File: src/logic/debug_serial_defs.vh
// constants for the debug serial port register block
`ifndef DEBUG_SERIAL_DEFS_VH
`define DEBUG_SERIAL_DEFS_VH

// ==========================================================
// register byte addresses
`define DSP_CONTROL_ADDR    32'hFFFFEE00
`define DSP_MODE_ADDR       32'hFFFFEE04
`define DSP_IRQ_ENABLE_ADDR 32'hFFFFEE08
`define DSP_IRQ_DISABLE_ADDR 32'hFFFFEE0C
`define DSP_IRQ_MASK_ADDR   32'hFFFFEE10
`define DSP_FLAGS_ADDR      32'hFFFFEE14
`define DSP_RX_HOLD_ADDR    32'hFFFFEE18
`define DSP_TX_HOLD_ADDR    32'hFFFFEE1C

// ==========================================================
// control register bits (write-only commands)
`define CTL_RX_RESET        2
`define CTL_TX_RESET        3
`define CTL_RX_ENABLE       4
`define CTL_RX_DISABLE      5
`define CTL_TX_ENABLE       6
`define CTL_TX_DISABLE      7
`define CTL_CLEAR_ERRORS    8

// ==========================================================
// mode register fields
`define MODE_KIND_LSB       9
`define MODE_KIND_MSB       11
`define MODE_TEST_LSB       14
`define MODE_TEST_MSB       15
`define MODE_VALID_MASK     32'h0000CE00
`define MODE_RESET          32'h00000000

// ==========================================================
// shared flag / mask bit positions
`define FLAG_RX_WAITING     0
`define FLAG_TX_FREE        1
`define FLAG_RX_DMA_END     3
`define FLAG_TX_DMA_END     4
`define FLAG_OVERRUN        5
`define FLAG_STOP_ERR       6
`define FLAG_CHECK_ERR      7
`define FLAG_TX_IDLE        9
`define FLAG_TX_DMA_EMPTY   11
`define FLAG_RX_DMA_FULL    12
`define FLAG_DBG_WRITE      30
`define FLAG_DBG_READ       31
`define IRQ_VALID_MASK      32'hC0001AFB
`define IRQ_MASK_RESET      32'h00000000

// ==========================================================
// serial timing
`define CLK_HZ              10000000
`define BAUD_HZ             115200
`define BIT_CYCLES          ((`CLK_HZ) / (`BAUD_HZ))

`endif

File: src/logic/debug_serial_port_regs.v
// debug serial port: apb registers, character transmitter and receiver
`timescale 1ns/1ps
`default_nettype none
`include "debug_serial_defs.vh"

module debug_serial_port_regs (
    // clock and reset
    input  wire        clk_i,
    input  wire        nrst_i,
    // apb slave
    input  wire        psel_i,
    input  wire        penable_i,
    input  wire        pwrite_i,
    input  wire [31:0] paddr_i,
    input  wire [31:0] pwdata_i,
    output reg  [31:0] prdata_o,
    output reg         pready_o,
    output reg         pslverr_o,
    // dma channel and debug channel levels
    input  wire        rx_dma_end_i,
    input  wire        tx_dma_end_i,
    input  wire        tx_dma_buffer_empty_i,
    input  wire        rx_dma_buffer_full_i,
    input  wire        debug_chan_write_pending_i,
    input  wire        debug_chan_read_pending_i,
    // serial line and interrupt
    input  wire        serial_in_pin_i,
    output reg         serial_out_pin_o,
    output reg         irq_o
);

    // ==========================================================
    // local constants
    localparam integer BIT_LAST = `BIT_CYCLES - 1;
    localparam integer HALF_LAST = (`BIT_CYCLES / 2) - 1;
    localparam [2:0] S_IDLE  = 3'h0;
    localparam [2:0] S_START = 3'h1;
    localparam [2:0] S_DATA  = 3'h2;
    localparam [2:0] S_CHECK = 3'h3;
    localparam [2:0] S_STOP  = 3'h4;

    // check bit value for a character, 1xx means no check bit
    function check_bit;
        input [2:0] kind;
        input [7:0] data;
        begin
            case (kind[1:0])
                2'h0:    check_bit = ^data;
                2'h1:    check_bit = ~(^data);
                2'h2:    check_bit = 1'b0;
                default: check_bit = 1'b1;
            endcase
        end
    endfunction

    // ==========================================================
    // state
    reg [31:0] mode_ff;
    reg [31:0] imr_ff;
    reg        rx_en_ff;
    reg        tx_en_ff;
    reg        rx_wait_ff;
    reg  [7:0] rhr_ff;
    reg        ovr_ff;
    reg        stop_err_ff;
    reg        chk_err_ff;
    reg        thr_full_ff;
    reg  [7:0] thr_ff;
    reg  [2:0] tx_st_ff;
    reg  [6:0] tx_cnt_ff;
    reg  [2:0] tx_bit_ff;
    reg  [7:0] tx_sh_ff;
    reg        tx_line_ff;
    reg  [2:0] rx_st_ff;
    reg  [6:0] rx_cnt_ff;
    reg  [2:0] rx_bit_ff;
    reg  [7:0] rx_sh_ff;
    reg        rx_chk_ff;

    // ==========================================================
    // bus decode
    wire       setup    = psel_i & ~penable_i;
    wire       done     = psel_i & penable_i & pready_o;
    wire       wr       = done & pwrite_i;
    wire       rd       = done & ~pwrite_i;
    wire       a_ctl    = (paddr_i == `DSP_CONTROL_ADDR);
    wire       a_mode   = (paddr_i == `DSP_MODE_ADDR);
    wire       a_ien    = (paddr_i == `DSP_IRQ_ENABLE_ADDR);
    wire       a_idis   = (paddr_i == `DSP_IRQ_DISABLE_ADDR);
    wire       a_imr    = (paddr_i == `DSP_IRQ_MASK_ADDR);
    wire       a_flags  = (paddr_i == `DSP_FLAGS_ADDR);
    wire       a_rhr    = (paddr_i == `DSP_RX_HOLD_ADDR);
    wire       a_thr    = (paddr_i == `DSP_TX_HOLD_ADDR);
    wire       mapped   = a_ctl | a_mode | a_ien | a_idis | a_imr
                        | a_flags | a_rhr | a_thr;
    wire       ctl_wr   = wr & a_ctl;
    wire [2:0] kind     = mode_ff[`MODE_KIND_MSB:`MODE_KIND_LSB];
    wire [1:0] test     = mode_ff[`MODE_TEST_MSB:`MODE_TEST_LSB];
    wire       remote   = (test == 2'h3);
    wire       clr_err  = ctl_wr & pwdata_i[`CTL_CLEAR_ERRORS];
    wire       rhr_rd   = rd & a_rhr;

    // remote loopback takes both ends out of service
    wire       rx_run   = rx_en_ff & ~remote;
    wire       tx_run   = tx_en_ff & ~remote;
    // local loopback feeds the transmitter line back in
    wire       rx_in    = (test == 2'h2) ? tx_line_ff : serial_in_pin_i;

    // ==========================================================
    // flags word
    reg [31:0] flags;
    always @*
    begin
        flags = 32'h00000000;
        flags[`FLAG_RX_WAITING]   = rx_wait_ff;
        flags[`FLAG_TX_FREE]      = tx_en_ff & ~thr_full_ff;
        flags[`FLAG_RX_DMA_END]   = rx_dma_end_i;
        flags[`FLAG_TX_DMA_END]   = tx_dma_end_i;
        flags[`FLAG_OVERRUN]      = ovr_ff;
        flags[`FLAG_STOP_ERR]     = stop_err_ff;
        flags[`FLAG_CHECK_ERR]    = chk_err_ff;
        flags[`FLAG_TX_IDLE]      = tx_en_ff & ~thr_full_ff
                                  & (tx_st_ff == S_IDLE);
        flags[`FLAG_TX_DMA_EMPTY] = tx_dma_buffer_empty_i;
        flags[`FLAG_RX_DMA_FULL]  = rx_dma_buffer_full_i;
        flags[`FLAG_DBG_WRITE]    = debug_chan_write_pending_i;
        flags[`FLAG_DBG_READ]     = debug_chan_read_pending_i;
    end

    // ==========================================================
    // apb slave: no wait states, answer registered
    always @(posedge clk_i or negedge nrst_i)
    begin
        if (!nrst_i)
        begin
            pready_o  <= 1'b0;
            pslverr_o <= 1'b0;
            prdata_o  <= 32'h00000000;
        end
        else if (done)
        begin
            pready_o  <= 1'b0;
            pslverr_o <= 1'b0;
        end
        else if (setup)
        begin
            pready_o  <= 1'b1;
            pslverr_o <= ~mapped;
            if (pwrite_i)
                prdata_o <= 32'h00000000;
            else if (a_mode)
                prdata_o <= mode_ff;
            else if (a_imr)
                prdata_o <= imr_ff;
            else if (a_flags)
                prdata_o <= flags;
            else if (a_rhr)
                prdata_o <= {24'h000000, rhr_ff};
            else
                prdata_o <= 32'h00000000;
        end
    end

    // ==========================================================
    // configuration, mask and enables
    always @(posedge clk_i or negedge nrst_i)
    begin
        if (!nrst_i)
        begin
            mode_ff  <= `MODE_RESET;
            imr_ff   <= `IRQ_MASK_RESET;
            rx_en_ff <= 1'b0;
            tx_en_ff <= 1'b0;
            irq_o    <= 1'b0;
        end
        else
        begin
            if (wr & a_mode)
                mode_ff <= pwdata_i & `MODE_VALID_MASK;
            if (wr & a_ien)
                imr_ff <= imr_ff | (pwdata_i & `IRQ_VALID_MASK);
            else if (wr & a_idis)
                imr_ff <= imr_ff & ~pwdata_i;
            if (ctl_wr)
            begin
                if (pwdata_i[`CTL_RX_RESET] | pwdata_i[`CTL_RX_DISABLE])
                    rx_en_ff <= 1'b0;
                else if (pwdata_i[`CTL_RX_ENABLE])
                    rx_en_ff <= 1'b1;
                if (pwdata_i[`CTL_TX_RESET] | pwdata_i[`CTL_TX_DISABLE])
                    tx_en_ff <= 1'b0;
                else if (pwdata_i[`CTL_TX_ENABLE])
                    tx_en_ff <= 1'b1;
            end
            irq_o <= |(flags & imr_ff);
        end
    end

    // ==========================================================
    // output pin select, registered so the pin never glitches
    always @(posedge clk_i or negedge nrst_i)
    begin
        if (!nrst_i)
            serial_out_pin_o <= 1'b1;
        else
        begin
            case (test)
                2'h0:    serial_out_pin_o <= tx_line_ff;
                2'h1:    serial_out_pin_o <= serial_in_pin_i;
                2'h2:    serial_out_pin_o <= 1'b1;
                default: serial_out_pin_o <= serial_in_pin_i;
            endcase
        end
    end

    // ==========================================================
    // transmitter: holding register feeds the shifter
    always @(posedge clk_i or negedge nrst_i)
    begin
        if (!nrst_i)
        begin
            thr_full_ff <= 1'b0;
            thr_ff      <= 8'h00;
            tx_st_ff    <= S_IDLE;
            tx_cnt_ff   <= 7'h00;
            tx_bit_ff   <= 3'h0;
            tx_sh_ff    <= 8'h00;
            tx_line_ff  <= 1'b1;
        end
        else if (!tx_run)
        begin
            // disabling aborts; a queued character is dropped
            thr_full_ff <= 1'b0;
            tx_st_ff    <= S_IDLE;
            tx_line_ff  <= 1'b1;
        end
        else
        begin
            if (wr & a_thr)
            begin
                thr_ff      <= pwdata_i[7:0];
                thr_full_ff <= 1'b1;
            end
            if (tx_st_ff == S_IDLE)
            begin
                if (thr_full_ff & ~(wr & a_thr))
                begin
                    tx_sh_ff    <= thr_ff;
                    thr_full_ff <= 1'b0;
                    tx_st_ff    <= S_START;
                    tx_cnt_ff   <= BIT_LAST[6:0];
                    tx_line_ff  <= 1'b0;
                end
            end
            else if (tx_cnt_ff != 7'h00)
                tx_cnt_ff <= tx_cnt_ff - 7'h01;
            else
            begin
                tx_cnt_ff <= BIT_LAST[6:0];
                case (tx_st_ff)
                    S_START:
                    begin
                        tx_st_ff   <= S_DATA;
                        tx_bit_ff  <= 3'h0;
                        tx_line_ff <= tx_sh_ff[0];
                    end
                    S_DATA:
                    begin
                        if (tx_bit_ff != 3'h7)
                        begin
                            tx_bit_ff  <= tx_bit_ff + 3'h1;
                            tx_line_ff <= tx_sh_ff[tx_bit_ff + 3'h1];
                        end
                        else if (!kind[2])
                        begin
                            tx_st_ff   <= S_CHECK;
                            tx_line_ff <= check_bit(kind, tx_sh_ff);
                        end
                        else
                        begin
                            tx_st_ff   <= S_STOP;
                            tx_line_ff <= 1'b1;
                        end
                    end
                    S_CHECK:
                    begin
                        tx_st_ff   <= S_STOP;
                        tx_line_ff <= 1'b1;
                    end
                    default:
                    begin
                        tx_st_ff   <= S_IDLE;
                        tx_line_ff <= 1'b1;
                    end
                endcase
            end
        end
    end

    // ==========================================================
    // receiver: mid-bit sampling, no glitch filter
    always @(posedge clk_i or negedge nrst_i)
    begin
        if (!nrst_i)
        begin
            rx_st_ff    <= S_IDLE;
            rx_cnt_ff   <= 7'h00;
            rx_bit_ff   <= 3'h0;
            rx_sh_ff    <= 8'h00;
            rx_chk_ff   <= 1'b0;
            rhr_ff      <= 8'h00;
            rx_wait_ff  <= 1'b0;
            ovr_ff      <= 1'b0;
            stop_err_ff <= 1'b0;
            chk_err_ff  <= 1'b0;
        end
        else
        begin
            // clear first, so a same-cycle event below wins
            if (clr_err)
            begin
                ovr_ff      <= 1'b0;
                stop_err_ff <= 1'b0;
                chk_err_ff  <= 1'b0;
            end
            if (rhr_rd | ~rx_run)
                rx_wait_ff <= 1'b0;
            if (!rx_run)
                rx_st_ff <= S_IDLE;
            else if (rx_st_ff == S_IDLE)
            begin
                if (!rx_in)
                begin
                    rx_st_ff  <= S_START;
                    rx_cnt_ff <= HALF_LAST[6:0];
                end
            end
            else if (rx_cnt_ff != 7'h00)
                rx_cnt_ff <= rx_cnt_ff - 7'h01;
            else
            begin
                rx_cnt_ff <= BIT_LAST[6:0];
                case (rx_st_ff)
                    S_START:
                    begin
                        rx_bit_ff <= 3'h0;
                        rx_st_ff  <= rx_in ? S_IDLE : S_DATA;
                    end
                    S_DATA:
                    begin
                        rx_sh_ff  <= {rx_in, rx_sh_ff[7:1]};
                        rx_bit_ff <= rx_bit_ff + 3'h1;
                        if (rx_bit_ff == 3'h7)
                            rx_st_ff <= kind[2] ? S_STOP : S_CHECK;
                    end
                    S_CHECK:
                    begin
                        rx_chk_ff <= rx_in ^ check_bit(kind, rx_sh_ff);
                        rx_st_ff  <= S_STOP;
                    end
                    default:
                    begin
                        rx_st_ff   <= S_IDLE;
                        rhr_ff     <= rx_sh_ff;
                        rx_wait_ff <= 1'b1;
                        if (rx_wait_ff & ~rhr_rd)
                            ovr_ff <= 1'b1;
                        if (!rx_in)
                            stop_err_ff <= 1'b1;
                        if (!kind[2] & rx_chk_ff)
                            chk_err_ff <= 1'b1;
                        rx_chk_ff  <= 1'b0;
                    end
                endcase
            end
        end
    end

endmodule // debug_serial_port_regs

`default_nettype wire

File: config.mk
export PLATFORM = sky130hd
export DESIGN_NAME = debug_serial_port_regs
export DESIGN_NICKNAME = d
export VERILOG_FILES = /design/src/logic/debug_serial_port_regs.v
export VERILOG_INCLUDE_DIRS = /design/src /design/src/logic
export SDC_FILE = /design/constraint.sdc
export NUM_CORES = 1
export LEC_CHECK = 0
export ABC_AREA = 0
export BUFFER_PORTS_ARGS = -buffer_cell sky130_fd_sc_hd__buf_2
export CAP_MARGIN = 15
export CORE_ASPECT_RATIO = 1.5
export CORE_MARGIN = 4
export CORE_UTILIZATION = 56
export DETAILED_ROUTE_END_ITERATION = 10
export HOLD_SLACK_MARGIN = 0.12
export PLACE_DENSITY = 0.82
export SYNTH_ARGS = -nofsm -noshare
export SYNTH_HDL_FRONTEND = slang
export SYNTH_SLANG_ARGS = --single-unit
File: constraint.sdc
create_clock -name clk_i -period 2.6 [get_ports clk_i]
set_input_delay 0.13 -clock clk_i [delete_from_list [all_inputs] [get_ports clk_i]]
set_output_delay 0.13 -clock clk_i [all_outputs]
set_load 0.02 [all_outputs]
## Word level (Yosys, flattened, before mapping)

Cells that the tools add are included.

| operators by class | value |
|---|---|
| $add $sub $neg | 4 |
| equal/unequal tests | 29 |
| bitwise gates (word level) | 51 |
| magnitude comparators | 1 |
| reductions and logical operators | 33 |
| muxes and demuxes | 83 |

Operators with widths:

| cell | number |
|---|---|
| $eq 32x32->1 const B | 8 |
| $mux 32 | 6 |
| $and 32x32->32 | 2 |
| $mux 1 | 47 |
| $mux 7 | 6 |
| $mux 3 | 12 |
| $not 32->32 | 1 |
| $or 32x32->32 | 1 |
| $reduce_or 32->1 | 1 |
| $and 1x1->1 | 19 |
| $pmux 3 s3 | 2 |
| $not 1->1 | 17 |
| $reduce_and 4->1 | 4 |
| $reduce_xor 8->1 | 2 |
| $reduce_and 2->1 | 7 |
| $reduce_bool 7->1 | 2 |
| $sub 7x1->7 const B | 2 |
| $eq 3x2->1 const B | 4 |
| $ne 3x3->1 const B | 4 |
| $pmux 3 s2 | 2 |
| $reduce_bool 2->1 | 6 |
| $or 1x1->1 | 10 |
| $reduce_and 3->1 | 3 |
| $mux 8 | 1 |
| 21 further kinds | 32 |

| word-level totals | value |
|---|---|
| output and inout bits | 36 |
| register bits after elaboration | 140 |

## Depth between registers and ports, before layout

Gate-level depths: netlist of the first run.

| depth | value |
|---|---|
| word-level depth | 11 |
| mapped depth | 9 |

## Least setup slack after synthesis of the first run

No wires, ideal clock.

| path | value |
|---|---|
| path type | reg2reg |
| from | register pready_o |
| to | register tx_sh_ff[0] |
| stages on the path, launching flop included | 7 |
| path buffers | 0 |
| arrival | 1.929 ns |
| data required time | 2.475 ns |
| library setup time | 0.125 ns |
| path slack | 0.546 ns |
| cells stage by stage | dfrtp_1 and3_1 and3_1 nand3_1 o21ai_0 nor3_2 mux2_2 |

| between the ends | value |
|---|---|
| word-level cells in the longest chain between the ends | 6 |

Ends and longest elaborated chain:

| item | line | RTL |
|---|---|---|
| from (decl) | debug_serial_port_regs.v:17 | `output reg pready_o,` |
| from (signal assigned) | debug_serial_port_regs.v:136 | `pready_o <= 1'b0;` |
| from (signal assigned) | debug_serial_port_regs.v:142 | `pready_o <= 1'b0;` |
| from (signal assigned) | debug_serial_port_regs.v:147 | `pready_o <= 1'b1;` |
| $and 1x1->1 | debug_serial_port_regs.v:83 | `wire done = psel_i & penable_i & pready_o;` |
| $and 1x1->1 | debug_serial_port_regs.v:84 | `wire wr = done & pwrite_i;` |
| $and 1x1->1 | debug_serial_port_regs.v:246 | `if (thr_full_ff & ~(wr & a_thr))` |
| $not 1->1 | debug_serial_port_regs.v:246 |  |
| $and 1x1->1 | debug_serial_port_regs.v:246 |  |
| $reduce_and 3->1 (no source line) | -- |  |
| to (signal assigned) | debug_serial_port_regs.v:248 | `tx_sh_ff <= thr_ff;` |
| to (decl) | debug_serial_port_regs.v:72 | `reg [7:0] tx_sh_ff;` |

Every way passes these cells.
A chain may end at the register's enable or synchronous reset.

## Worst setup path in the final report of the first run

| path | value |
|---|---|
| from | register rx_cnt_ff[0] |
| to | register rx_sh_ff[2] |

| between the ends | value |
|---|---|
| word-level cells in the longest chain between the ends | 3 |

Ends and longest elaborated chain:

| item | line | RTL |
|---|---|---|
| from (decl) | debug_serial_port_regs.v:75 | `reg [6:0] rx_cnt_ff;` |
| from (signal assigned) | debug_serial_port_regs.v:335 | `rx_cnt_ff <= HALF_LAST[6:0];` |
| from (signal assigned) | debug_serial_port_regs.v:339 | `rx_cnt_ff <= rx_cnt_ff - 7'h01;` |
| from (signal assigned) | debug_serial_port_regs.v:342 | `rx_cnt_ff <= BIT_LAST[6:0];` |
| $reduce_bool 7->1 | debug_serial_port_regs.v:338 | `else if (rx_cnt_ff != 7'h00)` |
| $not 1->1 (no source line) | -- |  |
| $reduce_and 4->1 (no source line) | -- |  |
| to (signal assigned) | debug_serial_port_regs.v:351 | `rx_sh_ff <= {rx_in, rx_sh_ff[7:1]};` |
| to (decl) | debug_serial_port_regs.v:77 | `reg [7:0] rx_sh_ff;` |

Every way passes these cells.

==> flow_metrics.env, run 1 <==
export IMPL_outcome="finished clean"
export IMPL_max_vdd_ir_drop_mv=0.412
export IMPL_critPathMaxStageDelay_ns=0.41
export IMPL_synth_top_cell_by_area="dfrtp_1"
export IMPL_drt_vias_per_instance=6.01
export IMPL_max_clock_freq_ghz=0.427
export IMPL_cap_violations=0
export IMPL_cts_buffers=17
export IMPL_use_met3=0.0478
export IMPL_r2r_start="rx_cnt_ff[0]"
export IMPL_grt_pass1_vias=5707
export IMPL_slew_violations=0
export IMPL_synth_top_cell_area_share=0.529
export IMPL_synthTopCellsByArea="dfrtp_1 (53%), mux2_2 (6.6%), a21boi_0 (3.6%), a21o_1 (3.0%), a22o_2 (2.6%)"
export IMPL_synth_edf_count=0
export IMPL_final_cell_count_no_fill=911
export IMPL_dp_slack_ns=0.289
export IMPL_cp_slowest_cell="dfrtp_1"
export IMPL_maxSlewHeadroom=0.519
export IMPL_whs_ns=0.144
export IMPL_cp_cell_sequence="inv_1 -> ha_1 -> nor2b_1 -> nand2_1 -> nor3_1 -> nand3_1 -> mux2_2"
export IMPL_rrSetupSlack_ns=0.26
export IMPL_cp_data_arrival_time_ns=2.64
export IMPL_design_core_area_sq_um=11500
export IMPL_min_period_ns=2.34
export IMPL_clock_latency_ns=0.42
export IMPL_grt_pass1_wl_um=28400
export IMPL_grt_use_total=0.275
export IMPL_start_util=0.569
export IMPL_layout_setup_ws_ns=0.260
export IMPL_remaining_drc_errors=0
export IMPL_gr_total_overflow=0
export IMPL_clkSlewWorstSetupHoldPaths_ns=0.06
export IMPL_post_drt_wl_per_cell_um=19.4
export IMPL_async_reset_ff_frac=1.00
export IMPL_synth_common_cells="dfrtp_1 (138), nand2_1 (43), mux2_2 (38)"
export IMPL_rsz0062_at_grt="false"
export IMPL_fin_tns_setup_ns=0
export IMPL_whs_path_depth=4
export IMPL_synth_avg_cell_area_sq_um=11.2
export IMPL_hold_violations=0
export IMPL_num_rows=48
export IMPL_chipHeight_um=140
export IMPL_cp_max_fo=9
export IMPL_seq_area_frac_synth=0.537
export IMPL_cts_tree="yes"
export IMPL_period_share=0.900
export IMPL_pwr_share_clk=0.527
export IMPL_reg2reg_depth=7
export IMPL_synth_most_common_cell="dfrtp_1"
export IMPL_switching_share=0.213
export IMPL_ys_types=57
export IMPL_worst_pin_slew_ns=0.718
export IMPL_syn_inst=582
export IMPL_finClkSkew_ns=0.00705
export IMPL_synth_fp_nets=664
export IMPL_p_switching_mw=1.09
export IMPL_dpl_hpwl_um=12200
export IMPL_drtIter0Drc=362
export IMPL_top_usage_layer="met2"
export IMPL_die_area_sq_um=13500
export IMPL_cts_root_buf="clkbuf_16"
export IMPL_dpl_cell_count=839
export IMPL_min_to="prdata_o[11]"
export IMPL_finalWeightedCongestion=0.841
export IMPL_drive_above_1_share=0.298
export IMPL_finalPower_mw=5.10
export IMPL_antenna_found_initial=0
export IMPL_n_antenna_cell=0
export IMPL_crit_path_start_kind="flip-flop"
export IMPL_postCtsSetupRepairBufs=0
export IMPL_pwr_share_comb=0.044
export IMPL_drtAntennaViolNets=0
export IMPL_final_core_util=0.729
export IMPL_met2_usage=0.494
export IMPL_hp_class="input port to flip-flop"
export IMPL_holdBufCountCts=40
export IMPL_pwr_density_cell_nw_per_um2=610
export IMPL_hp_start="paddr_i[3]"
export IMPL_p_int_mw=4.01
export IMPL_routed_wl_um=17700
export IMPL_grt_max_degree=81
export IMPL_yosysWarnings=0
export IMPL_setup_viol=0
export IMPL_worstReg2RegEnd="rx_sh_ff[2]"
export IMPL_final_nets=830
export IMPL_clock_sinks=140
export IMPL_drtPass1Iterations=5
export IMPL_setup_worst_path_end_class="flip-flop"
export IMPL_cts_htree_levels=4
export IMPL_placed_cell_area_sq_um=7300
export IMPL_leakage_nw=4.18
export IMPL_syn_area_sq_um=6530
export IMPL_area_delta_synth_final_pct=28.1
export IMPL_critPathRequiredTime_ns=2.91
export IMPL_cts_repair_resized=0
export IMPL_path_class="flip-flop to flip-flop"
export IMPL_via_count=5475
export IMPL_io_buffers=111
export IMPL_fin_area_sq_um=8360
export IMPL_ios=112
export IMPL_clock_path_buffers=2
export IMPL_p_seq_frac=0.429
export IMPL_grtUsageMet1=0.309
export IMPL_synthFlopType="dfrtp_1"
export IMPL_synth_seq_cells=140
export IMPL_die_w_um=96.1
-- flip-flops by register name, indices dropped and copies added, names as in the netlist, 5 cells and up, named ones only --
signal     count
imr_ff        20
mode_ff        5
prdata_o      32
rhr_ff         8
rx_cnt_ff      7
rx_sh_ff       8
thr_ff         8
tx_cnt_ff      7
tx_sh_ff       8
-- per-layer routing --
layer / vias to the layer above / part of all wire
met3: 64 / 0.053
met2: 220 / 0.55
met5: - / 0
li1: 2483 / -
met4: 0 / 0.038
met1: 2708 / 0.36
-- logic make-up (layout without fill, tap and decap cells) --
kind of cell | Yosys count | count (layout) | synth area share
multiplexers | 49 | 49 | 0.0863
adder cells (fa/ha/maj) | 6 | 6 | 0.0115
buffers and inverters | 31 | 210 | 0.0224
XOR/XNOR | 15 | 15 | 0.0201
flip-flops | 140 | 140 | 0.537
AND/OR/NAND/NOR | 165 | 165 | 0.134
AO/OA/AOI/OAI | 176 | 176 | 0.189
-- cell type report --
class	count	area, sq um
Inverter	12	45.0
Timing Repair Buffer	166	1090
Fill cell	775	3110
Multi-Input combinational cell	411	2880
Clock inverter	14	219
Tap cell	150	188
Sequential cell	140	3510
Clock buffer	18	439
-- power groups by stage --
stage	Clock (mW)	Sequential, mW	Combinational, mW
2_1_floorplan	0	2.23	0.0389
3_3_place_gp	0	2.23	0.171
3_5_place_dp	0	2.23	0.176
4_1_cts	2.70	2.19	0.225
5_1_grt	2.80	2.19	0.246
6_report	2.69	2.19	0.226
-- worst max path at each step --
| stage | startpoint | to | slack (ns) |
|---|---|---|---|
| 2_1_floorplan | pready_o | tx_sh_ff[0] | 0.55 |
| 3_3_place_gp | paddr_i[12] | tx_cnt_ff[0] | 0.35 |
| 3_5_place_dp | rx_cnt_ff[0] | rx_sh_ff[2] | 0.29 |
| 4_1_cts | pready_o | tx_sh_ff[1] | 0.27 |
| 5_1_grt | rx_cnt_ff[0] | rx_sh_ff[2] | 0.08 |
| 6_report | rx_cnt_ff[0] | rx_sh_ff[2] | 0.26 |
-- cell usage in the layout (no fill, tap or decap), types with 17 or more instances in the layout --
master and n:
dfrtp_1 138, buf_2 110, nand2_1 43, dlygate4sd3_1 40, mux2_2 38, nor2_1 34
o21ai_0 33, a21boi_0 31, a21o_1 26, a21oi_1 23, a22o_2 17, clkbuf_16 17
-- critical path: cells and delay by family (launching register included) --
family	cells	cell delay (ns)
AND/OR/NAND/NOR	4	1.15
flip-flops	1	0.41
buffers and inverters	1	0.10
adder cells (fa/ha/maj)	1	0.17
multiplexers	1	0.39
(Power assumes the default switching activity.)
==> run 2: changes to the inputs <==
--- a/config.mk
+++ b/config.mk
@@ -13,6 +13,7 @@
 export CORE_MARGIN = 4
 export CORE_UTILIZATION = 56
 export DETAILED_ROUTE_END_ITERATION = 10
+export GPL_TIMING_DRIVEN = 0
 export HOLD_SLACK_MARGIN = 0.12
 export PLACE_DENSITY = 0.82
 export SYNTH_ARGS = -nofsm -noshare
==> run 2 against run 1 <==
Net effect: die area did not move; global-route usage shrank 0.37 points; total power rose by 0.57%; sequential power about the same; sequential share of layout area about the same; combinational power hardly changed; via count is essentially flat; final cell count grew 0.22%.
==> flow_metrics.env, run 2 (same netlist as run 1, synthesis figures left out) <==
export IMPL_cp_max_fo=9
export IMPL_grt_use_total=0.272
export IMPL_routed_wl_um=17600
export IMPL_outcome="finished clean"
export IMPL_finClkSkew_ns=0.00690
export IMPL_r2r_start="pready_o"
export IMPL_cts_tree="yes"
export IMPL_pwr_density_cell_nw_per_um2=613
export IMPL_post_drt_wl_per_cell_um=19.2
export IMPL_grt_pass1_vias=5802
export IMPL_drt_vias_per_instance=5.99
export IMPL_drtIter0Drc=396
export IMPL_max_clock_freq_ghz=0.405
export IMPL_setup_viol=0
export IMPL_final_nets=833
export IMPL_max_vdd_ir_drop_mv=0.403
export IMPL_n_antenna_cell=0
export IMPL_area_delta_synth_final_pct=28.2
export IMPL_num_rows=48
export IMPL_whs_path_depth=4
export IMPL_design_core_area_sq_um=11500
export IMPL_antenna_found_initial=0
export IMPL_regMostFlops="prdata_o"
export IMPL_min_period_ns=2.47
export IMPL_grt_max_degree=75
export IMPL_placed_cell_area_sq_um=7300
export IMPL_drtAntennaViolNets=0
export IMPL_worstReg2RegEnd="tx_sh_ff[4]"
export IMPL_path_class="flip-flop to flip-flop"
export IMPL_fin_area_sq_um=8360
export IMPL_finalWeightedCongestion=0.881
export IMPL_slew_violations=0
export IMPL_maxSlewHeadroom=0.392
export IMPL_final_cell_count_no_fill=913
export IMPL_rrSetupSlack_ns=0.13
export IMPL_reg2reg_depth=6
export IMPL_largest_reg_flops=32
export IMPL_hold_violations=0
export IMPL_drive_above_1_share=0.284
export IMPL_clock_latency_ns=0.42
export IMPL_remaining_drc_errors=0
export IMPL_cap_violations=0
export IMPL_clkSlewWorstSetupHoldPaths_ns=0.06
export IMPL_cts_htree_levels=4
export IMPL_clock_sinks=140
export IMPL_leakage_nw=4.18
export IMPL_setup_worst_path_end_class="flip-flop"
export IMPL_cp_data_arrival_time_ns=2.77
export IMPL_dpl_cell_count=843
export IMPL_ios=112
export IMPL_hp_class="input port to flip-flop"
export IMPL_grt_pass1_wl_um=28200
export IMPL_final_core_util=0.729
export IMPL_via_count=5473
export IMPL_gr_total_overflow=0
export IMPL_period_share=0.950
export IMPL_hp_start="rx_dma_end_i"
export IMPL_dpl_hpwl_um=12100
export IMPL_critPathRequiredTime_ns=2.90
export IMPL_chipHeight_um=140
export IMPL_rsz0062_at_grt="false"
export IMPL_min_to="prdata_o[3]"
export IMPL_worst_pin_slew_ns=0.905
export IMPL_final_common_cell="dfrtp_1"
export IMPL_start_util=0.569
export IMPL_cts_root_buf="clkbuf_16"
export IMPL_die_w_um=96.1
export IMPL_drtPass1Iterations=7
export IMPL_final_cell_mix="dfrtp_1 (138), buf_2 (110), nand2_1 (43), dlygate4sd3_1 (40), mux2_2 (38)"
export IMPL_clock_path_buffers=2
export IMPL_cts_buffers=17
export IMPL_die_area_sq_um=13500
export IMPL_fin_tns_setup_ns=0
export IMPL_crit_path_start_kind="flip-flop"
export IMPL_io_buffers=110
export IMPL_top_regs="prdata_o x32, imr_ff x20"
-- run 2: timing repair --
item	4_1_cts	5_1_grt
hold buffers	40	0
resized for setup	0	3
buffers inserted	0	0
endpoints found under the setup margin	0	3
hold endpoints to repair	124	0
-- run 2: stage by stage --
stage	total power [mW]	hold WS (ns)	setup slack (ns)
2_1_floorplan	2.27	-0.166	0.546
3_3_place_gp	2.39	0.318	-0.421
3_5_place_dp	2.41	0.174	0.0161
4_1_cts	5.16	0.143	0.0674
5_1_grt	5.27	0.204	0.00148
6_report	5.13	0.146	0.130
-- run 2: worst max-delay path by stage --
stage	startpoint	endpoint	slack, ns
floorplan	pready_o	tx_sh_ff[0]	0.55
global placement	nrst_i	prdata_o[27]	-0.42
detailed placement	paddr_i[12]	imr_ff[19]	0.02
CTS	mode_ff[15]	rx_st_ff[0]	0.07
global route	rx_cnt_ff[0]	rx_sh_ff[4]	0.001
finish	pready_o	tx_sh_ff[4]	0.13
-- run 2: area by class of cell --
type	instances	area, sq um
multi-input cells	411	2880
clock inverters	13	221
inverters	12	45.0
repair buffers	151	985
plain buffers	18	97.6
well taps	150	188
fillers	777	3110
flip-flops and latches	140	3510
clock buffers	18	439
-- run 2: critical path: stages, from the launching register on --
cell     delay (ns)
dfrtp_1        0.41
and3_1         0.24
and3_1         0.19
nand3_1        0.16
o21ai_0        0.24
nor3_2         0.68
mux2_2         0.43
-- run 2: report_power, final --
part	internal, mW	total (mW)	switching [mW]
logic	0.104	0.229	0.125
registers	2.18	2.19	0.00388
clock network	1.81	2.71	0.903
-- run 2: layer usage --
| metal | global-route usage | wire (um) | vias up | part of all wire |
|---|---|---|---|---|
| li1 | - | - | 2485 | - |
| met5 | 0 | 0 | - | 0 |
| met3 | 0.0510 | 1080 | 71 | 0.061 |
| met4 | 0.150 | 829 | 0 | 0.047 |
| met2 | 0.460 | 9230 | 251 | 0.53 |
| met1 | 0.317 | 6410 | 2666 | 0.37 |
==> run 3: changes to the inputs <==
--- a/config.mk
+++ b/config.mk
@@ -10,12 +10,11 @@
 export BUFFER_PORTS_ARGS = -buffer_cell sky130_fd_sc_hd__buf_2
 export CAP_MARGIN = 15
 export CORE_ASPECT_RATIO = 1.5
-export CORE_MARGIN = 4
-export CORE_UTILIZATION = 56
+export CORE_UTILIZATION = 48
 export DETAILED_ROUTE_END_ITERATION = 10
 export GPL_TIMING_DRIVEN = 0
 export HOLD_SLACK_MARGIN = 0.12
-export PLACE_DENSITY = 0.82
+export PLACE_DENSITY = 0.72
 export SYNTH_ARGS = -nofsm -noshare
 export SYNTH_HDL_FRONTEND = slang
 export SYNTH_SLANG_ARGS = --single-unit
==> constraint.sdc (replaced) <==
create_clock -name clk_i -period 2.54 [get_ports clk_i]
set_input_delay 0.127 -clock clk_i [delete_from_list [all_inputs] [get_ports clk_i]]
set_output_delay 0.127 -clock clk_i [all_outputs]
set_load 0.02 [all_outputs]
==> run 3 against run 2 <==
Net effect: design area down 0.43%; non-clock buffer count unchanged; register-to-register slack about the same; first-iteration DRC count fell by 26%; maximum frequency grew 2.7%; largest cell class unchanged; setup slack improved by 0.0047 ns; die area grew 4.4%; clock skew rose by 0.0038 ns; largest power group unchanged; via count shrank 3.2%; critical path depth stayed put; flip-flop and latch count unchanged.
==> flow_metrics.env, run 3 (same netlist as run 1, synthesis figures left out) <==
export IMPL_outcome="finished clean"
export IMPL_dp_slack_ns=-0.0901
export IMPL_final_nets=833
export IMPL_finClkSkew_ns=0.0107
export IMPL_cp_max_fo=9
export IMPL_reg2reg_depth=6
export IMPL_layout_setup_ws_ns=0.135
export IMPL_final_common_cell="dfrtp_1"
export IMPL_hp_start="paddr_i[3]"
export IMPL_pwr_share_clk=0.507
export IMPL_max_vdd_ir_drop_mv=0.353
export IMPL_p_switching_mw=1.10
export IMPL_maxSlewHeadroom=0.376
export IMPL_critPathRequiredTime_ns=2.84
export IMPL_cap_violations=0
export IMPL_max_clock_freq_ghz=0.416
export IMPL_remaining_drc_errors=0
export IMPL_p_int_mw=3.91
export IMPL_r2r_start="pready_o"
export IMPL_clock_sinks=140
export IMPL_start_util=0.496
export IMPL_setup_viol=0
export IMPL_die_w_um=97.2
export IMPL_whs_path_depth=4
export IMPL_whs_ns=0.162
export IMPL_clock_path_buffers=2
export IMPL_via_count=5296
export IMPL_grt_max_degree=104
export IMPL_leakage_nw=4.15
export IMPL_cts_root_buf="clkbuf_16"
export IMPL_drtIter0Drc=294
export IMPL_hold_violations=0
export IMPL_antenna_found_initial=0
export IMPL_switching_share=0.219
export IMPL_chipHeight_um=145
export IMPL_io_buffers=110
export IMPL_final_cell_count_no_fill=923
export IMPL_clkSlewWorstSetupHoldPaths_ns=0.06
export IMPL_crit_path_start_kind="flip-flop"
export IMPL_rsz0062_at_grt="false"
export IMPL_pwr_share_comb=0.046
export IMPL_worst_pin_slew_ns=0.929
export IMPL_drt_vias_per_instance=5.74
export IMPL_pwr_density_cell_nw_per_um2=601
export IMPL_slew_violations=0
export IMPL_grt_use_total=0.246
export IMPL_cp_data_arrival_time_ns=2.71
export IMPL_fin_tns_setup_ns=0
export IMPL_cts_htree_levels=4
export IMPL_finalWeightedCongestion=0.906
export IMPL_hp_class="input port to flip-flop"
export IMPL_crit_path_start="pready_o"
export IMPL_cts_tree="yes"
export IMPL_largest_reg_flops=32
export IMPL_grt_pass1_wl_um=26900
export IMPL_drtPass1Iterations=5
export IMPL_p_seq_frac=0.447
export IMPL_gr_total_overflow=0
export IMPL_dpl_cell_count=852
export IMPL_period_share=0.947
export IMPL_cts_buffers=17
export IMPL_grt_pass1_vias=5511
export IMPL_setup_worst_path_end_class="flip-flop"
export IMPL_routed_wl_um=16200
export IMPL_top_regs="prdata_o x32, imr_ff x20"
export IMPL_regMostFlops="prdata_o"
export IMPL_min_period_ns=2.40
export IMPL_ios=112
export IMPL_clock_latency_ns=0.42
export IMPL_n_antenna_cell=0
export IMPL_post_drt_wl_per_cell_um=17.6
export IMPL_design_core_area_sq_um=13100
export IMPL_drtAntennaViolNets=0
export IMPL_final_cell_mix="dfrtp_1 (138), buf_2 (110), nand2_1 (43), dlygate4sd3_1 (40), mux2_2 (38)"
export IMPL_num_rows=51
export IMPL_area_delta_synth_final_pct=27.6
export IMPL_dpl_hpwl_um=11700
export IMPL_die_area_sq_um=14100
export IMPL_drive_above_1_share=0.287
export IMPL_path_class="flip-flop to flip-flop"
[run 3: cell count changes in the layout (fill, tap and decap cells not counted), sizes merged]
| cell | change |
|---|---|
| inv | +1 |
| clkinvlp | +3 |
| bufinv | -3 |
[run 3: power by group through the flow]
stage	clock, mW	sequential, mW	combinational [mW]
final	2.54	2.24	0.230
after global routing	2.68	2.24	0.254
after CTS	2.58	2.24	0.233
after detailed placement	0	2.28	0.184
after global placement	0	2.28	0.174
after floorplan	0	2.28	0.0398
[run 3: area by class of cell]
type / count / area, sq um
clock buffers: 18 / 439
clock inverters: 14 / 170
fillers: 1032 / 4820
repair buffers: 151 / 985
flip-flops and latches: 140 / 3510
plain buffers: 18 / 97.6
well taps: 159 / 199
inverters: 12 / 45.0
multi-input cells: 411 / 2890
[run 3: worst max-delay path, cell delays in order (launching register included)]
cell	delay (ns)
dfrtp_1	0.40
and3_1	0.24
and3_1	0.19
nand3_1	0.16
o21ai_0	0.25
nor3_2	0.64
mux2_2	0.41
[run 3: repair_timing]
item                                   in CTS  in global routing
buffers inserted                            0                  0
setup endpoints to repair                   0                 13
endpoints found under the hold margin     198                  0
hold buffers                               40                  0
resized for setup                           0                  3
[run 3: metrics by stage]
step                power (mW)   util  instance area [sq um]
floorplan                 2.32      -                   6530
global placement          2.45  0.553                   7270
detailed placement        2.46  0.556                   7310
CTS                       5.05  0.633                   8320
global route              5.17  0.634                   8330
finish                    5.01  0.634                   8330
[run 3: worst paths after layout]
check / endpoint / slack (ns)
hold / removal: prdata_o[11] / 0.16
setup reg to reg: tx_sh_ff[3] / 0.14
hold reg to reg: prdata_o[7] / 0.47
min in group asynchronous: thr_ff[5] / 0.18
max in group asynchronous: mode_ff[9] / 1.55
setup / recovery: tx_sh_ff[3] / 0.14
[run 3: per-layer routing]
metal / global-route usage / part of all wire / vias up
met5: 0 / 0 / -
met1: 0.282 / 0.40 / 2590
met2: 0.446 / 0.53 / 173
met3: 0.0451 / 0.048 / 34
met4: 0.114 / 0.025 / 0
li1: - / - / 2499
